$ cat src/hdl/pattern_gen_pkg.sv
// Constants shared by the output test pattern generator files.
package pattern_gen_pkg;

    // Register indices; the bus byte address is four times the index.
    localparam logic [7:0] IDX_USER_ONE_LO = 8'h33;
    localparam logic [7:0] IDX_USER_ONE_HI = 8'h34;
    localparam logic [7:0] IDX_USER_TWO_LO = 8'h35;
    localparam logic [7:0] IDX_USER_TWO_HI = 8'h36;
    localparam logic [7:0] IDX_SOURCE_SEL  = 8'h37;
    localparam logic [7:0] IDX_RESTART_CTL = 8'h3a;
    localparam logic [7:0] IDX_STATUS      = 8'h3c;

    // Field positions.
    localparam int SEL_LSB     = 0;
    localparam int PERMIT_BIT  = 0;
    localparam int PULSE_BIT   = 1;
    localparam int STAT_PHASE  = 0;
    localparam int STAT_RAMP   = 16;

    // Values after reset.
    localparam logic [15:0] USER_WORD_RST = 16'h0000;
    localparam logic [3:0]  SEL_RST       = 4'h0;

    // Pattern source selector codes.
    localparam logic [3:0] SEL_NORMAL = 4'h0;
    localparam logic [3:0] SEL_ZEROS  = 4'h1;
    localparam logic [3:0] SEL_ONES   = 4'h2;
    localparam logic [3:0] SEL_TOGGLE = 4'h3;
    localparam logic [3:0] SEL_RAMP   = 4'h4;
    localparam logic [3:0] SEL_SINGLE = 4'h6;
    localparam logic [3:0] SEL_DOUBLE = 4'h7;
    localparam logic [3:0] SEL_DESKEW = 4'h8;

    // Highest ramp code before it wraps to zero.
    localparam int RAMP_MAX = 16384;

    // Depth of the output FIFO.
    localparam int FIFO_DEPTH = 32;

endpackage

$ cat src/hdl/sample_stream_if.sv
// Valid/ready sample stream into and out of the generator's FIFO.
`timescale 1ns/1ps
interface sample_stream_if #(parameter int W = 16);
    logic [W-1:0] data;
    logic         valid;
    logic         ready;

    modport src (output data, output valid, input ready);
    modport snk (input data, input valid, output ready);
endinterface

$ cat src/hdl/sample_fifo.sv
// Synchronous valid/ready FIFO for output samples.
`timescale 1ns/1ps
module sample_fifo #(
    parameter int W     = 16,
    parameter int DEPTH = 32
) (
    // Clock and reset
    input wire logic        ref_clk,
    input wire logic        reset,
    // Filling side
    sample_stream_if.snk    fill,
    // Draining side
    sample_stream_if.src    drain
);
    localparam int AW = $clog2(DEPTH);

    // Pointer wrap relies on a power-of-two depth.
    if (DEPTH < 2 || (1 << AW) != DEPTH || W < 1) begin : gen_param_check
        $error("sample_fifo: DEPTH must be a power of two >= 2");
    end

    typedef struct packed {
        logic [DEPTH-1:0][W-1:0] mem;
        logic [AW:0]             wp;
        logic [AW:0]             rp;
    } fifo_s;

    fifo_s st_q;
    fifo_s st_d;
    logic  full;
    logic  empty;

    assign empty       = (st_q.wp == st_q.rp);
    assign full        = (st_q.wp[AW-1:0] == st_q.rp[AW-1:0]) && !empty;
    assign fill.ready  = !full;
    assign drain.valid = !empty;
    assign drain.data  = st_q.mem[st_q.rp[AW-1:0]];

    always_comb begin
        st_d = st_q;
        if (fill.valid && !full) begin
            st_d.mem[st_q.wp[AW-1:0]] = fill.data;
            st_d.wp = st_q.wp + 1'b1;
        end
        if (drain.ready && !empty) begin
            st_d.rp = st_q.rp + 1'b1;
        end
    end

    always_ff @(posedge ref_clk) begin
        if (reset) begin
            st_q <= '0;
        end else begin
            st_q <= st_d;
        end
    end

endmodule

$ cat src/hdl/pattern_gen.sv
// Output test pattern generator with AHB-Lite registers and output FIFO.
`timescale 1ns/1ps
module pattern_gen
    import pattern_gen_pkg::*;
#(
    parameter int W = 16
) (
    // Clock and reset
    input  wire logic          ref_clk,
    input  wire logic          reset,
    // AHB-Lite slave
    input  wire logic          hsel,
    input  wire logic [31:0]   haddr,
    input  wire logic [1:0]    htrans,
    input  wire logic          hwrite,
    input  wire logic [2:0]    hsize,
    input  wire logic [31:0]   hwdata,
    input  wire logic          hready,
    output logic               hreadyout,
    output logic [31:0]        hrdata,
    output logic               hresp,
    // Converter samples
    input  wire logic [W-1:0]  sample_in,
    input  wire logic          sample_valid,
    output logic               sample_ready,
    // Output samples toward the serial path
    output logic [W-1:0]       out_data,
    output logic               out_valid,
    input  wire logic          out_ready
);
    import pattern_gen_pkg::*;

    // Narrower samples could not hold the ramp's top code.
    if (W < 16 || W > 32 || (W % 2) != 0) begin : gen_w_check
        $error("pattern_gen: W must be even and from 16 to 32");
    end

    ////////////////////////////////////////////////////////////////////////
    typedef struct packed {
        logic [15:0]  user_one;
        logic [15:0]  user_two;
        logic [3:0]   sel;
        logic         pulse;
        logic         permit;
        logic [W-1:0] ramp;
        logic         phase;
        logic         wr_pend;
        logic [7:0]   wr_idx;
        logic [31:0]  rdata;
    } state_s;

    state_s st_q;
    state_s st_d;

    sample_stream_if #(.W(W)) gen_s ();
    sample_stream_if #(.W(W)) out_s ();

    logic         accept;
    logic         mapped;
    logic [7:0]   a_idx;
    logic         is_pattern;
    logic         push;
    logic         restart;
    logic [W-1:0] gen_data;

    localparam logic [W-1:0] RAMP_TOP = W'(RAMP_MAX);

    // Register file read view of a given state.
    function automatic logic [31:0] read_reg(input state_s s,
                                             input logic [7:0] idx);
        logic [31:0] v;
        v = 32'h0000_0000;
        unique case (idx)
            IDX_USER_ONE_LO: v[7:0] = s.user_one[7:0];
            IDX_USER_ONE_HI: v[7:0] = s.user_one[15:8];
            IDX_USER_TWO_LO: v[7:0] = s.user_two[7:0];
            IDX_USER_TWO_HI: v[7:0] = s.user_two[15:8];
            IDX_SOURCE_SEL:  v[SEL_LSB +: 4] = s.sel;
            IDX_RESTART_CTL: begin
                v[PULSE_BIT]  = s.pulse;
                v[PERMIT_BIT] = s.permit;
            end
            IDX_STATUS: begin
                v[STAT_RAMP +: 16] = s.ramp[15:0];
                v[STAT_PHASE]      = s.phase;
            end
            default: v = 32'h0000_0000;
        endcase
        return v;
    endfunction

    ////////////////////////////////////////////////////////////////////////
    // The slave never stalls, so every transfer completes in one data phase.
    assign hreadyout = 1'b1;
    assign hresp     = 1'b0;
    assign hrdata    = st_q.rdata;
    assign accept    = hsel && htrans[1] && hready;
    assign mapped    = (haddr[31:10] == 22'h00_0000) && (haddr[1:0] == 2'b00);
    assign a_idx     = mapped ? haddr[9:2] : 8'hff;

    assign restart = st_q.wr_pend && (st_q.wr_idx == IDX_RESTART_CTL)
                     && hwdata[PULSE_BIT] && !st_q.pulse && st_q.permit;

    ////////////////////////////////////////////////////////////////////////
    always_comb begin
        gen_data = sample_in;
        unique case (st_q.sel)
            SEL_ZEROS:  gen_data = '0;
            SEL_ONES:   gen_data = '1;
            SEL_TOGGLE: gen_data = st_q.phase ? {(W/2){2'b01}}
                                              : {(W/2){2'b10}};
            SEL_RAMP:   gen_data = st_q.ramp;
            SEL_SINGLE: gen_data = W'(st_q.user_one);
            SEL_DOUBLE: gen_data = st_q.phase ? W'(st_q.user_two)
                                              : W'(st_q.user_one);
            SEL_DESKEW: gen_data = '1;
            default:    gen_data = sample_in;
        endcase
    end

    assign is_pattern = (st_q.sel inside {SEL_ZEROS, SEL_ONES, SEL_TOGGLE,
                         SEL_RAMP, SEL_SINGLE, SEL_DOUBLE, SEL_DESKEW});

    // Pattern samples replace converter data, which is then consumed unused.
    assign gen_s.data    = gen_data;
    assign gen_s.valid   = is_pattern ? 1'b1 : sample_valid;
    assign sample_ready  = is_pattern ? 1'b1 : gen_s.ready;
    assign push          = gen_s.valid && gen_s.ready;

    ////////////////////////////////////////////////////////////////////////
    always_comb begin
        st_d = st_q;
        st_d.wr_pend = accept && hwrite;
        st_d.wr_idx  = a_idx;
        if (st_q.wr_pend) begin
            unique case (st_q.wr_idx)
                IDX_USER_ONE_LO: st_d.user_one[7:0]  = hwdata[7:0];
                IDX_USER_ONE_HI: st_d.user_one[15:8] = hwdata[7:0];
                IDX_USER_TWO_LO: st_d.user_two[7:0]  = hwdata[7:0];
                IDX_USER_TWO_HI: st_d.user_two[15:8] = hwdata[7:0];
                // only the low selector bits are kept
                IDX_SOURCE_SEL:  st_d.sel = hwdata[SEL_LSB +: 4];
                IDX_RESTART_CTL: begin
                    st_d.pulse  = hwdata[PULSE_BIT];
                    st_d.permit = hwdata[PERMIT_BIT];
                end
                default: st_d.wr_idx = a_idx;
            endcase
        end
        if (push && is_pattern) begin
            if (st_q.sel == SEL_RAMP) begin
                st_d.ramp = (st_q.ramp == RAMP_TOP) ? '0
                                                    : st_q.ramp + 1'b1;
            end
            if (st_q.sel == SEL_TOGGLE || st_q.sel == SEL_DOUBLE) begin
                st_d.phase = !st_q.phase;
            end
        end
        if (restart) begin
            st_d.ramp  = '0;
            st_d.phase = 1'b0;
        end
        // Reading the next state forwards a write still in its data phase.
        if (accept && !hwrite) begin
            st_d.rdata = read_reg(st_d, a_idx);
        end
    end

    always_ff @(posedge ref_clk) begin
        if (reset) begin
            st_q          <= '0;
            st_q.user_one <= USER_WORD_RST;
            st_q.user_two <= USER_WORD_RST;
            st_q.sel      <= SEL_RST;
        end else begin
            st_q <= st_d;
        end
    end

    ////////////////////////////////////////////////////////////////////////
    sample_fifo #(
        .W     (W),
        .DEPTH (FIFO_DEPTH)
    ) u_fifo (
        .ref_clk (ref_clk),
        .reset   (reset),
        .fill    (gen_s),
        .drain   (out_s)
    );

    assign out_data    = out_s.data;
    assign out_valid   = out_s.valid;
    assign out_s.ready = out_ready;
endmodule

$ cat config.mk
export PLATFORM = sky130hd
export DESIGN_NAME = pattern_gen
export DESIGN_NICKNAME = d
export VERILOG_FILES = /design/src/hdl/pattern_gen_pkg.sv /design/src/hdl/sample_stream_if.sv /design/src/hdl/sample_fifo.sv /design/src/hdl/pattern_gen.sv
export SDC_FILE = /design/constraint.sdc
export NUM_CORES = 1
export LEC_CHECK = 0
export BUFFER_PORTS_ARGS = -buffer_cell sky130_fd_sc_hd__buf_2
export CELL_PAD_IN_SITES_DETAIL_PLACEMENT = 1
export CELL_PAD_IN_SITES_GLOBAL_PLACEMENT = 2
export CORE_UTILIZATION = 36
export DETAILED_ROUTE_END_ITERATION = 12
export GPL_TIMING_DRIVEN = 0
export HOLD_SLACK_MARGIN = 0.1
export PLACE_DENSITY_LB_ADDON = 0.12
export RECOVER_POWER = 25
export SETUP_SLACK_MARGIN = 0.2
export SKIP_CTS_REPAIR_TIMING = 1
export SYNTH_ARGS = -nofsm -noshare
export SYNTH_HDL_FRONTEND = slang
export SYNTH_SLANG_ARGS = --single-unit
$ cat constraint.sdc
create_clock -name ref_clk -period 2.57 [get_ports ref_clk]
set_input_delay 0.257 -clock ref_clk [delete_from_list [all_inputs] [get_ports ref_clk]]
set_output_delay 0.257 -clock ref_clk [all_outputs]
set_load 0.01 [all_outputs]
==> reports/qor.csv, run 1 <==
metric,value,unit
grt_pass1_wl,167000,um
slowest_delay,0.61,ns
critPathBufInv,5,
rsz0062_at_grt,yes,
tightest_slew,0.982,ns
crit_slowest_cell,mux4_2,
crit_chain,buf_12 -> buf_12 -> buf_12 -> buf_12 -> mux4_2 -> mux4_2 -> mux2_2 -> buf_2,
synth_seq_area_share,44.8,%
total_power,23.7,mW
synth-seq-cells,612,
drt-initial-drc-count,2133,
power.density,672,nW/um^2
wl,121000,um
cts_htree_levels,3,
outcome,"complete, but fails checks",
postSynthAreaPerCell,10.2,um^2
die_y,278,um
clock-sinks,612,
path_max_fanout,6,
cts_root_buf,clkbuf_16,
first_global_vias,24052,
irDropWorstVdd,0.000568,V
path_common_cell,buf_12,
hpwlAfterDp,84100,um
cts_tree,yes,
wl_per_cell,30.1,um
end_kind,primary output,
drv_cap,0,
finClkSkew,0.0229,ns
cts_buffers,75,
drv_slew,0,
drc,0,
mostFrequentLayoutCell,dfxtp_1,
hold_path.class,in2reg,
holdPathEnd,st_q[89],
fin_tns_setup,-23.52,ns
final_cell_area,35200,um^2
cp.arrival,3.24,ns
hp-start,hwdata[1],
syn2layout_area_growth,28.7,%
p_leak,12.2,nW
cts_buffer_depth,3,
r2r_slack,-0.28,ns
synth_async_sr_flop_share,0,%
final_cell_mix,"609 x dfxtp_1, 513 x nand3b_1, 377 x o21ai_0, 160 x mux4_2, 118 x clkbuf_1",
violations,negative setup slack,
whs_path_depth,3,
synthCells,2677,
timing.slew.headroom,34.0,%
drive_above_1_share,29.8,%
synth_ff_type,dfxtp_1,
clk_pin_slew,0.06,ns
synth-edff-count,0,
synthTopCellsByArea,"dfxtp_1 45%, nand3b_1 14%, mux4_2 13%",
viasPerCell,6.04,
core,74800,um^2
place_area,29100,um^2
grt-ovfl-total,0,
first_pass_iters,5,
synth.distinct_cells,71,
clock_latency,0.64,ns
worstPathRequired,2.31,ns
ioPinCount,144,
ant_nets,0,
die_area,77100,um^2
r2r_cells,9,
start_util,36.6,%
cpLargestDelayFamily,multiplexers,
period_needed,3.50,ns
gp_congestion,0.938,
setup_viol,138,
hold_violations,0,
synth_top_area_share,44.8,%
io_buffer_count,102,
grtUsageTotal,29.6,%
core.rowCount,100,
fin_ws,-0.928,ns
antenna_found_initial,11,
fin_nets,3086,
yosysTopAreaCell,dfxtp_1,
r2r_start,u_fifo.st_q[0],
max_freq,286,MHz
yosysWarnings,0,
setup.worst_path.start_class,register,
die_w,278,um
reg2reg_to,u_fifo.st_q[59],
grt_max_degree,13,
netlist_area,27400,um^2
num_vias,24245,
critPathKind,reg2out,
fin_crit_sh,136,%
[area by class of cell]
| type | count | area (um^2) |
|---|---|---|
| well taps | 969 | 1210 |
| diodes | 1 | 2.50 |
| repair buffers | 225 | 1990 |
| clock inverters | 27 | 375 |
| flip-flops and latches | 612 | 12300 |
| clock buffers | 106 | 2130 |
| multi-input cells | 1731 | 14500 |
| fillers | 8054 | 39600 |
| plain buffers | 329 | 2630 |
| inverters | 13 | 52.6 |
[state kept, by name, summed over array words and instances, names as in the netlist]
register     cells
st_q            64
u_fifo.st_q    524
hrdata          24
[cells in the mapped netlist (3+ instances only)]
cell type / instances
and3_1: 6
inv_1: 12
o2111ai_1: 34
a22oi_1: 16
o21ai_1: 35
o211ai_1: 8
o31a_1: 5
clkbuf_1: 209
xnor2_1: 5
and4bb_2: 3
xor2_1: 15
nand3b_1: 513
ha_1: 7
nor3_1: 10
nand2b_1: 5
dfxtp_1: 612
nand4b_1: 3
and4_1: 3
a21oi_1: 11
o22ai_1: 8
a31oi_1: 7
buf_2: 60
nor2_1: 117
and2_1: 4
nand2_1: 68
mux2i_1: 46
nand4_1: 8
mux4_2: 160
mux2_2: 19
buf_4: 41
nor2b_1: 3
nand3_1: 17
buf_1: 15
o21ai_0: 509
nor4_1: 10
nor3b_1: 6
or2_2: 3
a31o_2: 4
a311o_1: 16
[metal layers]
metal,vias to the layer above,wire length (um),global-route usage (%),share of wire [%]
met5,-,0,0,0
met4,0,6030,11.8,5.0
met3,231,8540,3.95,7.1
met2,943,53600,45.7,44
met1,12584,52800,41.6,44
li1,10487,-,-,-
[worst min-delay path, cell delays in order]
cell and delay, ns:
clkbuf_1 0.24, nand2_1 0.12, a21oi_1 0.06
[power by group]
part / internal (mW) / leakage (nW) / switching, mW
registers: 9.55 / 4.94 / 0.0498
logic: 1.42 / 6.03 / 1.74
clock network: 6.44 / 1.23 / 4.47
total: 17.4 / 12.2 / 6.26
[how the worst max path moves through the flow]
stage,startpoint,endpoint,cells past startpoint
after floorplan,u_fifo.st_q[1],out_data[0],6
after global placement,reset,u_fifo.st_q[263],7
after detailed placement,reset,u_fifo.st_q[270],7
after CTS,u_fifo.st_q[1],out_data[12],7
after global routing,u_fifo.st_q[0],out_data[7],8
final,u_fifo.st_q[0],out_data[5],8
[cell families after synthesis]
| kind of cell | count (synthesis) | share of synthesized area, % |
|---|---|---|
| compound gates | 672 | 13.7 |
| xor+xnor | 20 | 0.640 |
| fa+ha+maj | 7 | 0.320 |
| buf+inv | 342 | 5.59 |
| flops | 612 | 44.8 |
| mux | 225 | 15.6 |
| other cells | 2 | 0.0275 |
| simple gates | 797 | 19.2 |
[through the flow]
| step | utilization, % | setup WS, ns | hold WS, ns | std cells |
|---|---|---|---|---|
| final | 47.0 | -0.928 | 0.102 | 4013 |
| after global placement | 38.9 | -1.23 | 0.440 | 3756 |
| after CTS | 42.3 | -1.73 | -0.137 | 3889 |
| after detailed placement | 38.9 | -1.24 | 0.449 | 3756 |
| after global routing | 47.0 | -0.912 | 0.131 | 4012 |
| after floorplan | - | 0.236 | 0.378 | 2685 |
Note: power is estimated with default switching activity, not from simulation.
==> run 2: changes to the inputs <==
--- a/config.mk
+++ b/config.mk
@@ -5,11 +5,11 @@
 export SDC_FILE = /design/constraint.sdc
 export NUM_CORES = 1
 export LEC_CHECK = 0
-export BUFFER_PORTS_ARGS = -buffer_cell sky130_fd_sc_hd__buf_2
 export CELL_PAD_IN_SITES_DETAIL_PLACEMENT = 1
 export CELL_PAD_IN_SITES_GLOBAL_PLACEMENT = 2
-export CORE_UTILIZATION = 36
+export CORE_UTILIZATION = 38
 export DETAILED_ROUTE_END_ITERATION = 12
+export DONT_BUFFER_PORTS = 1
 export GPL_TIMING_DRIVEN = 0
 export HOLD_SLACK_MARGIN = 0.1
 export PLACE_DENSITY_LB_ADDON = 0.12
==> reports/qor.csv, run 2 (same netlist as run 1, synthesis figures left out) <==
metric,value,unit
drv_cap,0,
first_pass_iters,5,
wl_met2,50200,um
hp-start,haddr[9],
worstPathRequired,2.31,ns
clk_pin_slew,0.06,ns
crit_slowest_cell,mux4_2,
gp_congestion,0.954,
rsz0062_at_grt,yes,
final_cell_mix,"605 x dfxtp_1, 513 x nand3b_1, 436 x o21ai_0, 160 x mux4_2",
fin_tns_setup,-138.01,ns
drive_above_1_share,24.8,%
critPathKind,reg2out,
ioPinCount,144,
path_max_fanout,6,
p_clk_share,46.6,%
setup_viol,549,
ant_nets,0,
drv_slew,0,
hold_path.class,in2reg,
core.rowCount,98,
slowest_delay,0.55,ns
grtUsageTotal,29.9,%
cts_tree,yes,
cp.arrival,3.04,ns
die_w,270,um
p_leak,11.2,nW
outcome,"complete, but fails checks",
die_area,73100,um^2
cts_buffers,72,
largest_register_ffs,524,
die_y,270,um
timing.slew.headroom,32.6,%
max_freq,303,MHz
grt_pass1_wl,161000,um
hold_violations,0,
finClkSkew,0.0256,ns
pwr-share-comb,11.6,%
io_buffer_count,0,
hpwlAfterDp,80800,um
p_int,17.1,mW
cts_buffer_depth,3,
whs,0.0922,ns
fin_ws,-0.725,ns
total_power,23.0,mW
drc,0,
drt-initial-drc-count,2194,
syn2layout_area_growth,22.0,%
start_util,38.3,%
violations,negative setup slack,
regMostFlops,u_fifo.st_q,
fin_crit_sh,128,%
cts_htree_levels,3,
multi_input_area,14200,um^2
setup.worst_path.start_class,register,
clock-sinks,612,
mostFrequentLayoutCell,dfxtp_1,
wl_met1,50600,um
swShare,25.7,%
grt_max_degree,13,
grt-ovfl-total,0,
clock_latency,0.62,ns
r2r_start,u_fifo.st_q[0],
top_layer,met5,
num_vias,23575,
power.density,689,nW/um^2
cts_root_buf,clkbuf_16,
wl,115000,um
route.met3.wl,9180,um
pwr-share-seq,41.8,%
tightest_slew,1.01,ns
fin_nets,2930,
end_kind,primary output,
fill_cells,7754,
regArea,12300,um^2
crit_chain,buf_8 -> buf_12 -> buf_16 -> buf_12 -> mux4_2 -> mux4_2 -> mux2_4,
first_global_vias,23367,
switching_power,5.91,mW
crit_start,u_fifo.st_q[0],
viasPerCell,6.14,
antenna_found_initial,6,
period_needed,3.30,ns
irDropWorstVdd,0.000402,V
wl_per_cell,30.0,um
core,71400,um^2
## run 2: stage by stage
step	worst slack (ns)	instance area (um^2)	cells	util, %
after CTS	-1.49	31100	3764	43.5
after floorplan	0.236	27400	2685	-
after global routing	-0.731	33400	3836	46.8
final	-0.725	33400	3840	46.8
after detailed placement	-1.15	28600	3635	40.1
after global placement	-1.07	28600	3635	40.1
## run 2: final timing paths
check / end / depth (start not counted) / slack (ns)
min reg2reg: hrdata[21] / 2 / 0.45
min: hrdata[0] / 4 / 0.09
max reg2reg: u_fifo.st_q[42] / 9 / -0.39
max: out_data[1] / 7 / -0.73
## run 2: power by group through the flow
stage | combinational (mW) | sequential [mW] | clock (mW)
6_report | 2.67 | 9.61 | 10.7
2_1_floorplan | 1.35 | 9.78 | 0
4_1_cts | 2.14 | 9.60 | 10.8
5_1_grt | 2.76 | 9.60 | 11.2
3_3_place_gp | 2.11 | 9.81 | 0
3_5_place_dp | 2.14 | 9.81 | 0
## run 2: final cells by class
| type | instances | share of cell area, % |
|---|---|---|
| Multi-Input combinational cell | 1731 | 42.7 |
| Timing Repair Buffer | 72 | 2.65 |
| Clock inverter | 22 | 0.765 |
| Buffer | 329 | 6.81 |
| Inverter | 13 | 0.154 |
| Clock buffer | 107 | 6.62 |
| Antenna cell | 4 | 0.0300 |
| Sequential cell | 612 | 36.7 |
| Tap cell | 950 | 3.56 |
## run 2: critical path, delay by kind of cell, from the launching register on
family / cells / cell delay, ns
buf+inv: 4 / 0.61
flops: 1 / 0.34
mux: 3 / 1.44
## run 2: per-layer routing
metal | vias to the layer above | global-route usage (%)
met5 | - | 0
met4 | 2 | 12.4
met3 | 220 | 5.86
met2 | 943 | 45.3
met1 | 12232 | 41.6
li1 | 10178 | -
